### src/rtl/sbt_pkg.sv
// sixteen-bit interval timer: constants, field layout and carrier types
// assumes a single 10 MHz core clock and synchronous clock-source inputs
package sbt_pkg;
  localparam logic [7:0] SBT_MODE_ADDR = 8'h06;
  localparam logic [7:0] SBT_EDGE_ADDR = 8'h0C;
  localparam logic [7:0] SBT_MODE_RESET = 8'h00;
  localparam int SBT_SRC_HI = 7;
  localparam int SBT_SRC_LO = 5;
  localparam int SBT_PRE_HI = 4;
  localparam int SBT_PRE_LO = 3;
  localparam int SBT_SEL_HI = 2;
  localparam int SBT_SEL_LO = 0;
  localparam int SBT_EDGE_BIT = 5;
  localparam int SBT_IRQ_BIT = 2;
  localparam int SBT_SEL_BASE = 8;
  localparam int SBT_PRE_W = 6;
  localparam logic [SBT_PRE_W-1:0] SBT_DIV4_LAST = 6'h03;
  localparam logic [SBT_PRE_W-1:0] SBT_DIV16_LAST = 6'h0F;
  localparam logic [SBT_PRE_W-1:0] SBT_DIV64_LAST = 6'h3F;

  typedef enum logic [2:0] {
    SBT_SRC_STOP = 3'b000,
    SBT_SRC_CORE = 3'b001,
    SBT_SRC_NONE = 3'b010,
    SBT_SRC_PA4 = 3'b011,
    SBT_SRC_FRC = 3'b100,
    SBT_SRC_XTAL = 3'b101,
    SBT_SRC_SRC = 3'b110,
    SBT_SRC_PA0 = 3'b111
  } sbt_src_type;

  typedef enum logic [1:0] {
    SBT_DIV1 = 2'b00,
    SBT_DIV4 = 2'b01,
    SBT_DIV16 = 2'b10,
    SBT_DIV64 = 2'b11
  } sbt_pre_type;

  typedef struct packed {
    logic fast_internal_rc;
    logic slow_internal_rc;
    logic crystal_oscillator;
    logic pin_a4_clock_input;
    logic pin_a0_clock_input;
  } sbt_clk_src_type;

  typedef struct packed {
    logic io_wr;
    logic io_rd;
    logic [7:0] io_addr;
    logic [7:0] io_wdata;
  } sbt_io_type;
endpackage

### src/rtl/sbt_timer.sv
// sixteen_bit_timer: 16-bit up counter with source mux, prescaler and bit-edge interrupt
// assumes clock-source inputs are synchronous levels; io port is the core's register strobe
module sbt_timer (
  input wire logic core_clk_i,
  input wire logic rst_i,
  input wire sbt_pkg::sbt_clk_src_type src_i,
  input wire sbt_pkg::sbt_io_type io_i,
  input wire logic store_i,
  input wire logic [15:0] store_data_i,
  input wire logic load_i,
  output logic [7:0] io_rdata_o,
  output logic [15:0] load_data_o,
  output logic irq_pulse_o,
  output logic [7:0] mode_o
);
  import sbt_pkg::*;

  ////////////////////////////////////////////////////////////////////////////
  logic [7:0] mode_r;
  logic edge_sel_r;
  logic [15:0] count_r;
  logic [15:0] count_nxt;
  logic [SBT_PRE_W-1:0] pre_r;
  logic src_d_r;
  logic sel_d_r;
  logic [7:0] io_rdata_r;
  logic [15:0] load_r;
  logic irq_r;

  wire sbt_src_type src_sel = sbt_src_type'(mode_r[SBT_SRC_HI:SBT_SRC_LO]);
  wire sbt_pre_type pre_sel = sbt_pre_type'(mode_r[SBT_PRE_HI:SBT_PRE_LO]);
  wire [2:0] bit_sel = mode_r[SBT_SEL_HI:SBT_SEL_LO];

  wire src_lvl = (src_sel == SBT_SRC_PA4) ? src_i.pin_a4_clock_input :
                 (src_sel == SBT_SRC_FRC) ? src_i.fast_internal_rc :
                 (src_sel == SBT_SRC_XTAL) ? src_i.crystal_oscillator :
                 (src_sel == SBT_SRC_SRC) ? src_i.slow_internal_rc :
                 (src_sel == SBT_SRC_PA0) ? src_i.pin_a0_clock_input : 1'b0;
  // core clock counts every cycle; external sources count on rising edges only
  wire src_tick = (src_sel == SBT_SRC_CORE) ? 1'b1 :
                  ((src_sel == SBT_SRC_STOP) || (src_sel == SBT_SRC_NONE)) ? 1'b0 :
                  (src_lvl & ~src_d_r);

  wire [SBT_PRE_W-1:0] pre_next = pre_r + 6'h01;
  wire pre_tc = (pre_sel == SBT_DIV1) ? 1'b1 :
                (pre_sel == SBT_DIV4) ? ((pre_r & SBT_DIV4_LAST) == SBT_DIV4_LAST) :
                (pre_sel == SBT_DIV16) ? ((pre_r & SBT_DIV16_LAST) == SBT_DIV16_LAST) :
                ((pre_r & SBT_DIV64_LAST) == SBT_DIV64_LAST);
  wire cnt_tick = src_tick & pre_tc;

  wire [15:0] count_inc = count_r + 16'h0001;
  // store has priority over a coincident tick
  assign count_nxt = store_i ? store_data_i : (cnt_tick ? count_inc : count_r);

  wire sel_bit = count_r[SBT_SEL_BASE + int'(bit_sel)];
  // edge choice; one matching edge per 2^(n+9) ticks for select code n
  wire irq_evt = edge_sel_r ? (sel_d_r & ~sel_bit) : (~sel_d_r & sel_bit);

  wire mode_wr = io_i.io_wr && (io_i.io_addr == SBT_MODE_ADDR);
  wire edge_wr = io_i.io_wr && (io_i.io_addr == SBT_EDGE_ADDR);
  wire [7:0] rd_mux = (io_i.io_addr == SBT_MODE_ADDR) ? mode_r :
                      (io_i.io_addr == SBT_EDGE_ADDR) ? (8'h01 << SBT_EDGE_BIT) & {8{edge_sel_r}} : 8'h00;

  ////////////////////////////////////////////////////////////////////////////
  always_ff @(posedge core_clk_i or posedge rst_i) begin
    if (rst_i) begin
      mode_r <= SBT_MODE_RESET;
      edge_sel_r <= 1'b0;
      count_r <= 16'h0000;
      pre_r <= 6'h00;
      src_d_r <= 1'b0;
      sel_d_r <= 1'b0;
      io_rdata_r <= 8'h00;
      load_r <= 16'h0000;
      irq_r <= 1'b0;
    end else begin
      if (mode_wr) begin
        mode_r <= io_i.io_wdata;
      end
      if (edge_wr) begin
        edge_sel_r <= io_i.io_wdata[SBT_EDGE_BIT];
      end
      if (io_i.io_rd) begin
        io_rdata_r <= rd_mux;
      end
      src_d_r <= src_lvl;
      if (src_tick) begin
        pre_r <= pre_tc ? 6'h00 : pre_next;
      end
      count_r <= count_nxt;
      // reference follows the selected bit, so a store or reselect that changes the selected bit value in the chosen edge direction gives an event
      sel_d_r <= sel_bit;
      if (load_i) begin
        load_r <= count_r;
      end
      // request pulse toward interrupt request bit 2
      irq_r <= irq_evt;
    end
  end

  assign io_rdata_o = io_rdata_r;
  assign load_data_o = load_r;
  assign irq_pulse_o = irq_r;
  assign mode_o = mode_r;

  ////////////////////////////////////////////////////////////////////////////
  property p_store_loads;
    @(posedge core_clk_i) disable iff (rst_i) store_i |=> count_r == $past(store_data_i);
  endproperty
  a_store_loads: assert property (p_store_loads) else $error("store value not loaded");
  property p_up_only;
    @(posedge core_clk_i) disable iff (rst_i) !$past(store_i) && !$past(rst_i) |->
      (count_r == $past(count_r)) || (count_r == 16'($past(count_r) + 16'h0001));
  endproperty
  a_up_only: assert property (p_up_only) else $error("counter moved other than up by one");
  property p_wrap;
    @(posedge core_clk_i) disable iff (rst_i) (count_r == 16'hFFFF) && cnt_tick && !store_i |=> count_r == 16'h0000;
  endproperty
  a_wrap: assert property (p_wrap) else $error("counter did not wrap to zero");
  property p_stop;
    @(posedge core_clk_i) disable iff (rst_i) (src_sel == SBT_SRC_STOP) && !store_i |=> $stable(count_r);
  endproperty
  a_stop: assert property (p_stop) else $error("stopped counter moved");
  property p_div4;
    @(posedge core_clk_i) disable iff (rst_i) (pre_sel == SBT_DIV4) && cnt_tick |-> pre_r[1:0] == 2'h3;
  endproperty
  a_div4: assert property (p_div4) else $error("divide by four tick misplaced");
  property p_core_div1;
    @(posedge core_clk_i) disable iff (rst_i) (src_sel == SBT_SRC_CORE) && (pre_sel == SBT_DIV1) |-> cnt_tick;
  endproperty
  a_core_div1: assert property (p_core_div1) else $error("core clock divide by one missed a tick");
  property p_load;
    @(posedge core_clk_i) disable iff (rst_i) load_i |=> load_data_o == $past(count_r);
  endproperty
  a_load: assert property (p_load) else $error("load did not capture count");
  property p_rise;
    @(posedge core_clk_i) disable iff (rst_i) !edge_sel_r && !sel_d_r && sel_bit |=> irq_pulse_o;
  endproperty
  a_rise: assert property (p_rise) else $error("rising edge missed");
  property p_fall;
    @(posedge core_clk_i) disable iff (rst_i) edge_sel_r && sel_d_r && !sel_bit |=> irq_pulse_o;
  endproperty
  a_fall: assert property (p_fall) else $error("falling edge missed");
  property p_bit8;
    @(posedge core_clk_i) disable iff (rst_i) bit_sel == 3'h0 |-> sel_bit == count_r[8];
  endproperty
  a_bit8: assert property (p_bit8) else $error("code zero not bit eight");

  ////////////////////////////////////////////////////////////////////////////
  property p_count_step;
    @(posedge core_clk_i) disable iff (rst_i)
      (src_sel == SBT_SRC_CORE) && (pre_sel == SBT_DIV1) && !store_i |=>
      count_r == 16'($past(count_r) + 16'h0001);
  endproperty
  a_count_step: assert property (p_count_step) else $error("core clock count did not step by one");
  property p_div4_gap;
    @(posedge core_clk_i) disable iff (rst_i)
      ((src_sel == SBT_SRC_CORE) && (pre_sel == SBT_DIV4) && cnt_tick) ##1
      ((src_sel == SBT_SRC_CORE) && (pre_sel == SBT_DIV4)) [*4] |->
      cnt_tick && !$past(cnt_tick) && !$past(cnt_tick, 2) && !$past(cnt_tick, 3);
  endproperty
  a_div4_gap: assert property (p_div4_gap) else $error("divide by four ticks not four cycles apart");
  property p_ext_rise;
    @(posedge core_clk_i) disable iff (rst_i)
      (src_sel == SBT_SRC_PA4) && ($past(src_sel) == SBT_SRC_PA4) |->
      src_tick == (src_i.pin_a4_clock_input && !$past(src_i.pin_a4_clock_input));
  endproperty
  a_ext_rise: assert property (p_ext_rise) else $error("pin clock tick not on rising level");
  property p_mode_write;
    @(posedge core_clk_i) disable iff (rst_i)
      mode_wr |=> mode_o == $past(io_i.io_wdata);
  endproperty
  a_mode_write: assert property (p_mode_write) else $error("mode write not taken");
  property p_edge_write;
    @(posedge core_clk_i) disable iff (rst_i)
      edge_wr |=> edge_sel_r == $past(io_i.io_wdata[SBT_EDGE_BIT]);
  endproperty
  a_edge_write: assert property (p_edge_write) else $error("edge choice write not taken");
  property p_rd_other;
    @(posedge core_clk_i) disable iff (rst_i)
      io_i.io_rd && (io_i.io_addr != SBT_MODE_ADDR) && (io_i.io_addr != SBT_EDGE_ADDR) |=>
      io_rdata_o == 8'h00;
  endproperty
  a_rd_other: assert property (p_rd_other) else $error("read of unmapped address not zero");
  property p_rd_hold;
    @(posedge core_clk_i) disable iff (rst_i)
      !io_i.io_rd |=> $stable(io_rdata_o);
  endproperty
  a_rd_hold: assert property (p_rd_hold) else $error("read data moved without a read");
  property p_load_hold;
    @(posedge core_clk_i) disable iff (rst_i)
      !load_i |=> $stable(load_data_o);
  endproperty
  a_load_hold: assert property (p_load_hold) else $error("count snapshot moved without a load");
  property p_wrong_edge;
    @(posedge core_clk_i) disable iff (rst_i)
      (edge_sel_r ? (!sel_d_r && sel_bit) : (sel_d_r && !sel_bit)) |=>
      !irq_pulse_o;
  endproperty
  a_wrong_edge: assert property (p_wrong_edge) else $error("event on the unselected edge");
  property p_quiet;
    @(posedge core_clk_i) disable iff (rst_i)
      (sel_d_r == sel_bit) |=> !irq_pulse_o;
  endproperty
  a_quiet: assert property (p_quiet) else $error("event without a bit transition");
  c_irq: cover property (@(posedge core_clk_i) disable iff (rst_i) irq_pulse_o);
  c_wrap: cover property (@(posedge core_clk_i) disable iff (rst_i) count_r == 16'hFFFF ##1 count_r == 16'h0000);
  c_store: cover property (@(posedge core_clk_i) disable iff (rst_i) store_i ##1 cnt_tick);
  c_fall: cover property (@(posedge core_clk_i) disable iff (rst_i) edge_sel_r && irq_pulse_o);
  c_div4: cover property (@(posedge core_clk_i) disable iff (rst_i) (pre_sel == SBT_DIV4) && cnt_tick);
endmodule

### config.mk
export PLATFORM = sky130hd
export DESIGN_NAME = sbt_timer
export DESIGN_NICKNAME = d
export VERILOG_FILES = /design/src/rtl/sbt_pkg.sv /design/src/rtl/sbt_timer.sv
export SDC_FILE = /design/constraint.sdc
export NUM_CORES = 1
export LEC_CHECK = 0
export ABC_AREA = 1
export BUFFER_PORTS_ARGS = -buffer_cell sky130_fd_sc_hd__buf_2
export CAP_MARGIN = 20
export CELL_PAD_IN_SITES_DETAIL_PLACEMENT = 1
export CELL_PAD_IN_SITES_GLOBAL_PLACEMENT = 2
export CORE_ASPECT_RATIO = 2
export CORE_UTILIZATION = 27
export CTS_CLUSTER_SIZE = 14
export DETAILED_ROUTE_END_ITERATION = 10
export PLACE_DENSITY_LB_ADDON = 0.1
export SYNTH_ARGS = -nofsm -noshare
export SYNTH_HDL_FRONTEND = slang
export SYNTH_SLANG_ARGS = --single-unit
export TNS_END_PERCENT = 30
### constraint.sdc
create_clock -name core_clk_i -period 1.8 [get_ports core_clk_i]
set_clock_uncertainty 0.1 [all_clocks]
set_input_delay 0.27 -clock core_clk_i [delete_from_list [all_inputs] [get_ports core_clk_i]]
set_output_delay 0.27 -clock core_clk_i [all_outputs]
set_load 0.02 [all_outputs]
==> impl_metrics.yaml, run 1 <==
setup_path:
  critPathBufInv: 2
  path_cells: "ha_2 -> nand3_1 -> nor3_1 -> nor2_2 -> inv_2 -> nand2_8 -> buf_12 -> nand3_1 -> nand2_1"
  cp_top_family: "simple AND/OR/NAND/NOR gates"
  cp.required_ns: 1.92
  crit_path_end_kind: "register"
  worstSetupPathType: "register to register"
  crit_arrival_ns: 1.82
  startpoint_type: "register"
  cp_max_fo: 11
  cpPeakStageDelay_ns: 0.37
  path_common_cell: "nand3_1"
  slowest_stage: "dfrtp_1"
synthesis:
  synthFlopType: "dfrtp_1"
  ys_warn_count: 0
  synthMuxAreaShare: 0.0447
  yosysMostFrequentCell: "nand2_1"
  netlist_top_cells_area: "dfrtp_1 (48%), nand2_1 (15%), nand3_1 (6.1%), inv_1 (4.6%), mux2_2 (4.5%)"
  synth-seq-cells: 58
  synth-compound-area-share: 0.0857
  synth.avg_cell_area_um2: 7.89
  synth_top_family_by_area: "simple AND/OR/NAND/NOR gates"
  synthSimpleGateAreaFrac: 0.293
  synth_top_area_share: 0.481
  synth_nets: 428
  yosys.area.top_type: "dfrtp_1"
  ys_seq_area_frac: 0.481
  synth_adder_area_share: 0.00829
  syn_inst: 383
  yosysUniqueCellTypes: 29
  synth_edf_count: 0
  synthesis.area_mm2: 0.00302
  synth_common_cells: "nand2_1 (122), dfrtp_1 (58), inv_1 (37), nand3_1 (37), nor2_1 (33)"
  synthArstFlopShare: 1.00
  synth-xor-area-share: 0.0174
floorplanning:
  dieArea_mm2: 0.0116
  fp.dieH_um: 152
  num_rows: 54
  core_area_mm2: 0.0109
  die_x_um: 76.8
  start_util: 0.278
  ioPinCount: 76
clocking:
  cts-htree-levels: 3
  clock_latency_ns: 0.33
  cts.sinks: 58
  cts_buffers: 9
  ctsRootBufferMaster: "clkbuf_16"
  cts.reportedPaths.clkPinSlew_ns: 0.05
  cts_tree: "built"
  clk_path_buf_depth: 2
cells_and_area:
  diodes: 0
  fillerInstances: 1327
  syn_to_final_growth_pct: 35.0
  layout-drive-gt1-share: 0.293
  finalNonFillerCells: 625
  fin_nets: 525
grt:
  overflow: 0
  grt_pass1_wl_mm: 15.4
  grt_pass1_vias: 3030
  grt_antenna_before_repair: 0
  grt_usage: 0.177
  grt_max_degree: 59
sta:
  slew_viol_final: 0
  setup_viol: 0
  max_freq_mhz: 585
  finalHoldViolations: 0
  rsz0062_at_grt: "false"
  setup_tns_ns: 0
  hold_ws_ns: 0.0600
  fin_crit_sh: 0.949
  slew_headroom: 0.694
  final.min_clock_period_ns: 1.71
  fin_ws_ns: 0.0914
  tightest_slew_ns: 0.455
pwr:
  ir_drop_mv: 0.578
  p_per_area_mw_per_mm2: 1010
  p_leak_nw: 2.12
  p_total_w: 0.00412
route:
  met2_length_mm: 5.62
  wl_met3_um: 300
  drt-met1-wl_mm: 3.35
  detail-route-antenna-nets: 0
  initialDrtViolationCount: 118
  wl_mm: 9.42
  wl_per_cell_um: 15.1
  dr.pass1.iters: 4
  drc: 0
  highest_layer: "met4"
  viasPerCell: 4.67
  num_vias: 2921
worst_hold_path:
  min_path_type: "input pin to register"
run_status:
  status: "finished clean"
placed_design:
  place_inst: 606
  pre_cts_slack_ns: -0.0353
  io_buffer_count: 75
  gp_congestion: 0.764
  dp_hpwl_mm: 7.20
job:
  drv_cap: 0
==> stage by stage <==
stage	util	cell area [µm²]
after floorplan	-	3020
after global placement	0.340	3700
after detailed placement	0.340	3700
after CTS	0.371	4040
after global routing	0.375	4080
final	0.375	4080
==> state kept, by name, summed over array words and instances, names as in the netlist <==
signal	count
count_r	16
load_data_o	16
io_rdata_o	8
mode_o	8
pre_r	6
edge_sel_r	1
irq_pulse_o	1
sel_d_r	1
src_d_r	1
==> layer usage <==
layer,GRT usage,vias up
li1,-,1427
met3,0.0371,10
met2,0.359,57
met4,0.0635,0
met1,0.170,1427
met5,0,-
==> cells by family (layout without fill, tap and decap cells) <==
logic type,after synthesis,count (layout)
buf+inv,52,154
simple gates,206,206
xor+xnor,6,6
mux,12,12
flops,58,58
fa+ha+maj,2,2
compound gates,47,47
==> placed cells by master (no fill, tap or decap), types with 2 or more instances in the layout <==
cell type	count
clkbuf_16	9
nand2_1	122
a21oi_1	20
clkinv_2	2
nand2_2	2
buf_4	20
nor3_1	2
nand3_1	35
nand4_1	5
mux2_2	12
buf_2	75
nor2_1	30
buf_12	3
inv_2	3
ha_2	2
nand2_8	2
a31oi_1	3
o31ai_1	5
nor2_4	2
o21ai_0	15
inv_1	36
o211ai_1	2
bufinv_16	2
dfrtp_1	57
nand3_2	2
xor2_1	5
nor2_2	2
==> worst paths after layout <==
| kind | startpoint | end | slack (ns) | depth (start not counted) |
|---|---|---|---|---|
| max reg2reg | pre_r[1] | count_r[8] | 0.09 | 9 |
| min reg2reg | io_rdata_o[5] | io_rdata_o[5] | 0.38 | 2 |
| max in group asynchronous | rst_i | mode_o[6] | 0.86 | 4 |
| min | io_i[17] | edge_sel_r | 0.06 | 2 |
| max | pre_r[1] | count_r[8] | 0.09 | 9 |
| min in group asynchronous | rst_i | mode_o[2] | 0.44 | 4 |
==> where the power goes <==
part	internal [W]	switching, W	leakage (nW)
Combinational	0.000290	0.000421	1.22
Sequential	0.00144	0.000126	0.745
Clock	0.00124	0.000603	0.156
Total	0.00297	0.00115	2.12
==> final cells by class <==
class | instances | area (µm²) | share of cell area
tap | 140 | 175 | 0.0429
sequential | 58 | 1450 | 0.356
clock inverter | 5 | 77.6 | 0.0190
multi-input combinational | 273 | 1390 | 0.340
timing repair buffer | 99 | 596 | 0.146
inverter | 39 | 146 | 0.0359
clock buffer | 11 | 243 | 0.0595
==> timing repair <==
action,in CTS,in global routing
endpoints found under the setup margin,2,11
resized for setup,1,9
buffers inserted,1,1
pin swaps,0,1
hold buffers,1,0
hold endpoints to repair,58,0
Power figures use the tool's default switching activity.
==> inputs of run 2 (changes only) <==
--- a/config.mk
+++ b/config.mk
@@ -10,7 +10,6 @@
 export CAP_MARGIN = 20
 export CELL_PAD_IN_SITES_DETAIL_PLACEMENT = 1
 export CELL_PAD_IN_SITES_GLOBAL_PLACEMENT = 2
-export CORE_ASPECT_RATIO = 2
 export CORE_UTILIZATION = 27
 export CTS_CLUSTER_SIZE = 14
 export DETAILED_ROUTE_END_ITERATION = 10
==> run 2 against run 1 <==
  * Flip-flop and latch count unchanged
  * Critical path depth unchanged
  * Global-route usage down 1.7 points
  * Cell area fell by 1.6%
  * Count of clock-buffer cells in the layout unchanged
  * Worst hold slack lost 0.015 ns
  * Utilization decreased by 0.64 points
  * Fmax is 0.15% lower
  * Combinational power increased by 3.7%
  * Sequential share of layout area rose by 0.65 points
  * Clock power down 26%
==> impl_metrics.yaml, run 2 (same netlist as run 1, synthesis figures left out) <==
run_status:
  status: "finished clean"
clocking:
  cts_tree: "built"
  clock_latency_ns: 0.34
  cts-htree-levels: 3
  cts_buffers: 9
  ctsRootBufferMaster: "clkbuf_8"
  cts.reportedPaths.clkPinSlew_ns: 0.07
  cts.sinks: 58
  clk_path_buf_depth: 2
sta:
  setup_viol: 0
  hold_ws_ns: 0.0452
  fin_ws_ns: 0.0889
  slew_headroom: 0.657
  slew_viol_final: 0
  setup_tns_ns: 0
  max_freq_mhz: 584
  fin_crit_sh: 0.951
  tightest_slew_ns: 0.510
  finalHoldViolations: 0
  final.min_clock_period_ns: 1.71
floorplanning:
  core_area_mm2: 0.0109
  start_util: 0.277
  num_rows: 38
  die_x_um: 108
  fp.dieH_um: 108
  dieArea_mm2: 0.0116
  ioPinCount: 76
grt:
  grt_usage: 0.160
  grt_pass1_wl_mm: 14.2
  overflow: 0
  grt_max_degree: 59
  grt_pass1_vias: 2831
  grt_antenna_before_repair: 0
route:
  viasPerCell: 4.49
  wl_mm: 8.75
  detail-route-antenna-nets: 0
  dr.pass1.iters: 4
  wl_per_cell_um: 13.9
  drc: 0
  num_vias: 2818
  initialDrtViolationCount: 141
pwr:
  p_total_w: 0.00367
  comb_power_share: 0.201
  clock_power_share: 0.373
  swShare: 0.302
  p_sw_w: 0.00111
  ir_drop_mv: 0.406
  p_per_area_mw_per_mm2: 916
  internal-power_w: 0.00257
  p_leak_nw: 2.08
  power_frac_seq: 0.427
cells_and_area:
  diodes: 0
  layout-drive-gt1-share: 0.299
  syn_to_final_growth_pct: 32.9
  finalNonFillerCells: 628
  fin_nets: 528
  final_cell_mix: "nand2_1 (122), buf_2 (75), dfrtp_1 (55)"
  final_common_cell: "nand2_1"
setup_path:
  path_cells: "ha_2 -> nand3_1 -> nor3_1 -> nor2_1 -> inv_2 -> nand2_8 -> buf_12 -> nand3_1 -> nand2_1"
  cp.required_ns: 1.93
  worstSetupPathType: "register to register"
  cp_top_family: "simple AND/OR/NAND/NOR gates"
  cpPeakStageDelay_ns: 0.40
  crit_path_end_kind: "register"
  crit_arrival_ns: 1.84
  path_common_cell: "nand3_1"
  slowest_stage: "dfrtp_1"
  startpoint_type: "register"
  cp_max_fo: 7
  critPathBufInv: 2
placed_design:
  gp_congestion: 0.750
  place_inst: 600
  dp_hpwl_mm: 6.23
  pre_cts_slack_ns: 0.0273
  io_buffer_count: 75
job:
  drv_cap: 0
worst_hold_path:
  min_path_type: "input pin to register"
[run 2: cell count changes in the layout (fill, tap and decap cells not counted), sizes merged]
| cell | change |
|---|---|
| buf | +2 |
| nand2 | +1 |
[run 2: final timing paths]
kind | from | endpoint | slack [ns] | cells past startpoint
max | pre_r[0] | count_r[0] | 0.09 | 9
min | io_i[17] | edge_sel_r | 0.05 | 2
max reg2reg | pre_r[0] | count_r[0] | 0.09 | 9
min reg2reg | io_rdata_o[7] | io_rdata_o[7] | 0.38 | 2
max in group asynchronous | rst_i | count_r[5] | 0.88 | 4
min in group asynchronous | rst_i | pre_r[0] | 0.44 | 4
[run 2: repair_timing]
action                                  4_1_cts  5_1_grt
hold buffers                                  1        0
pin swaps                                     1        3
endpoints found under the setup margin        1       16
gates cloned                                  0        1
resized for setup                             0       13
buffers inserted                              1        9
endpoints found under the hold margin        58        0
[run 2: power by group through the flow]
stage | combinational (W) | sequential (W) | clock, W
final | 0.000737 | 0.00157 | 0.00137
after global routing | 0.000833 | 0.00159 | 0.00148
after CTS | 0.000670 | 0.00156 | 0.00141
after detailed placement | 0.000662 | 0.00159 | 0
after global placement | 0.000652 | 0.00158 | 0
after floorplan | 0.000339 | 0.00164 | 0
[run 2: stage by stage]
| stage | instance area [µm²] | util |
|---|---|---|
| finish | 4010 | 0.369 |
| global placement | 3640 | 0.335 |
| CTS | 3880 | 0.356 |
| global route | 4010 | 0.369 |
| floorplan | 3020 | - |
| detailed placement | 3640 | 0.335 |
[run 2: metal layers]
metal | part of all wire | global-route usage
met1 | 0.53 | 0.231
met2 | 0.43 | 0.235
met5 | 0 | 0
met3 | 0.030 | 0.0357
met4 | 0.010 | 0.0499
[run 2: worst reg2reg max path: stages, from the launching register on]
cell	delay [ns]
dfrtp_1	0.40
ha_2	0.23
nand3_1	0.11
nor3_1	0.18
nor2_1	0.09
inv_2	0.13
nand2_8	0.10
buf_12	0.15
nand3_1	0.06
nand2_1	0.05
[run 2: area by class of cell]
cell class / instances / area [µm²]
inverter: 39 / 146
sequential: 58 / 1460
tap: 140 / 175
clock buffer: 11 / 141
clock inverter: 5 / 77.6
fill: 1334 / 6880
timing repair buffer: 101 / 611
multi-input combinational: 274 / 1410
==> inputs of run 3 (changes only) <==
==> constraint.sdc (replaced) <==
create_clock -name core_clk_i -period 1.8 [get_ports core_clk_i]
set_clock_uncertainty 0.1 [all_clocks]
set_input_delay 0.45 -clock core_clk_i [delete_from_list [all_inputs] [get_ports core_clk_i]]
set_output_delay 0.45 -clock core_clk_i [all_outputs]
set_load 0.02 [all_outputs]
==> run 3 against run 2 <==
  * Critical path depth is 8 lower
  * Final cell count is 0.48% lower
  * Global-route usage is 0.50 points higher
  * Flip-flop and latch count stayed put
  * Utilization is 0.45 points lower
  * Sequential power hardly changed
  * First-iteration DRC count is 25% lower
  * Routed wire length is 0.18% higher
  * Via count is 0.75% higher
  * Register-to-register slack better by 0.05 ns
  * Cell area is 1.2% lower
  * Largest cell class unchanged
  * Largest power group unchanged
==> impl_metrics.yaml, run 3 (same netlist as run 1, synthesis figures left out) <==
floorplanning:
  fp.dieH_um: 108
  ioPinCount: 76
  dieArea_mm2: 0.0116
  die_x_um: 108
  start_util: 0.277
  num_rows: 38
  core_area_mm2: 0.0109
worst_hold_path:
  holdCritStartpoint: "io_i[17]"
  min_path_type: "input pin to register"
  hold_depth: 2
pwr:
  internal-power_w: 0.00253
  comb_power_share: 0.188
  swShare: 0.300
  clock_power_share: 0.379
  p_sw_w: 0.00108
  power_frac_seq: 0.433
  p_leak_nw: 2.05
  ir_drop_mv: 0.325
  p_total_w: 0.00361
  p_per_area_mw_per_mm2: 911
setup_path:
  r2r_cells: 10
  rrSetupSlack_ns: 0.14
  cpPeakStageDelay_ns: 0.54
  cp_top_family: "flip-flops"
  crit_path_end_kind: "primary output"
  critPathBufInv: 1
  cp_max_fo: 11
  crit_arrival_ns: 1.12
  cp.required_ns: 1.25
  worstSetupPathType: "register to primary output"
  startpoint_type: "register"
  critical_path.startpoint: "mode_o[0]"
  path_cells: "buf_2"
  reg2reg_from: "count_r[0]"
  slowest_stage: "dfrtp_1"
  worst-path-stages: 1
route:
  detail-route-antenna-nets: 0
  num_vias: 2839
  dr.pass1.iters: 4
  viasPerCell: 4.54
  wl_per_cell_um: 14.0
  drc: 0
  wl_mm: 8.77
  initialDrtViolationCount: 106
clocking:
  cts_buffers: 9
  cts_tree: "built"
  cts.sinks: 58
  clk_path_buf_depth: 2
  ctsRootBufferMaster: "clkbuf_8"
  cts-htree-levels: 3
  cts.reportedPaths.clkPinSlew_ns: 0.07
  clock_latency_ns: 0.34
sta:
  setup_viol: 0
  final.min_clock_period_ns: 1.67
  slew_headroom: 0.713
  tightest_slew_ns: 0.430
  max_freq_mhz: 599
  finalHoldViolations: 0
  fin_ws_ns: 0.129
  slew_viol_final: 0
  fin_crit_sh: 0.928
cells_and_area:
  final_cell_mix: "nand2_1 (122), buf_2 (75), dfrtp_1 (57)"
  fillerInstances: 1341
  fin_util: 0.364
  final_common_cell: "nand2_1"
  finalNonFillerCells: 625
  diodes: 0
  fin_nets: 525
  stdcell_area_mm2: 0.00396
  layout-drive-gt1-share: 0.289
  syn_to_final_growth_pct: 31.2
grt:
  overflow: 0
  grt_max_degree: 47
  grt_pass1_vias: 2900
  grt_usage: 0.165
  grt_antenna_before_repair: 0
  grt_pass1_wl_mm: 14.6
placed_design:
  placed_area_mm2: 0.00366
  pre_cts_slack_ns: 0.00805
  gp_congestion: 0.709
  place_inst: 603
  dp_hpwl_mm: 6.22
  io_buffer_count: 75
job:
  drv_cap: 0
run_status:
  status: "finished clean"
-- run 3: timing repair --
item | CTS | global route
gates cloned | 0 | 2
hold buffers | 1 | 0
gates resized for setup | 0 | 9
buffers inserted | 1 | 2
setup endpoints to repair | 16 | 16
pin swaps | 1 | 2
endpoints found under the hold margin | 12 | 0
-- run 3: metrics by stage --
stage	setup TNS, ns	hold WS (ns)
final	0	0.219
after global routing	-0.00381	0.223
after CTS	0	0.201
after detailed placement	0	0.342
after global placement	0	0.336
after floorplan	0	0.375
-- run 3: path summary, 6_finish.rpt --
kind | to
hold reg to reg | io_rdata_o[3]
setup / recovery | mode_o[0]
hold / removal | edge_sel_r
max in group asynchronous | mode_o[6]
min in group asynchronous | mode_o[0]
setup reg to reg | count_r[10]
-- run 3: power by group through the flow --
| stage | Clock (W) | Combinational, W | Sequential (W) |
|---|---|---|---|
| floorplan | 0 | 0.000339 | 0.00164 |
| global placement | 0 | 0.000648 | 0.00158 |
| detailed placement | 0 | 0.000654 | 0.00159 |
| CTS | 0.00142 | 0.000662 | 0.00156 |
| global route | 0.00147 | 0.000774 | 0.00159 |
| finish | 0.00137 | 0.000680 | 0.00156 |
-- run 3: routing by layer --
layer / up-vias / GRT usage / share of wire
met4: 0 / 0.0587 / 0.014
met2: 43 / 0.246 / 0.45
li1: 1437 / - / -
met1: 1347 / 0.233 / 0.51
met5: - / 0 / 0
met3: 12 / 0.0351 / 0.030
-- run 3: area by class of cell --
type | count | area, µm² | share of cell area
clock buffers | 12 | 145 | 0.0366
clock inverters | 4 | 75.1 | 0.0189
inverters | 39 | 153 | 0.0385
multi-input cells | 275 | 1410 | 0.355
flip-flops and latches | 58 | 1450 | 0.366
well taps | 140 | 175 | 0.0442
repair buffers | 97 | 556 | 0.140
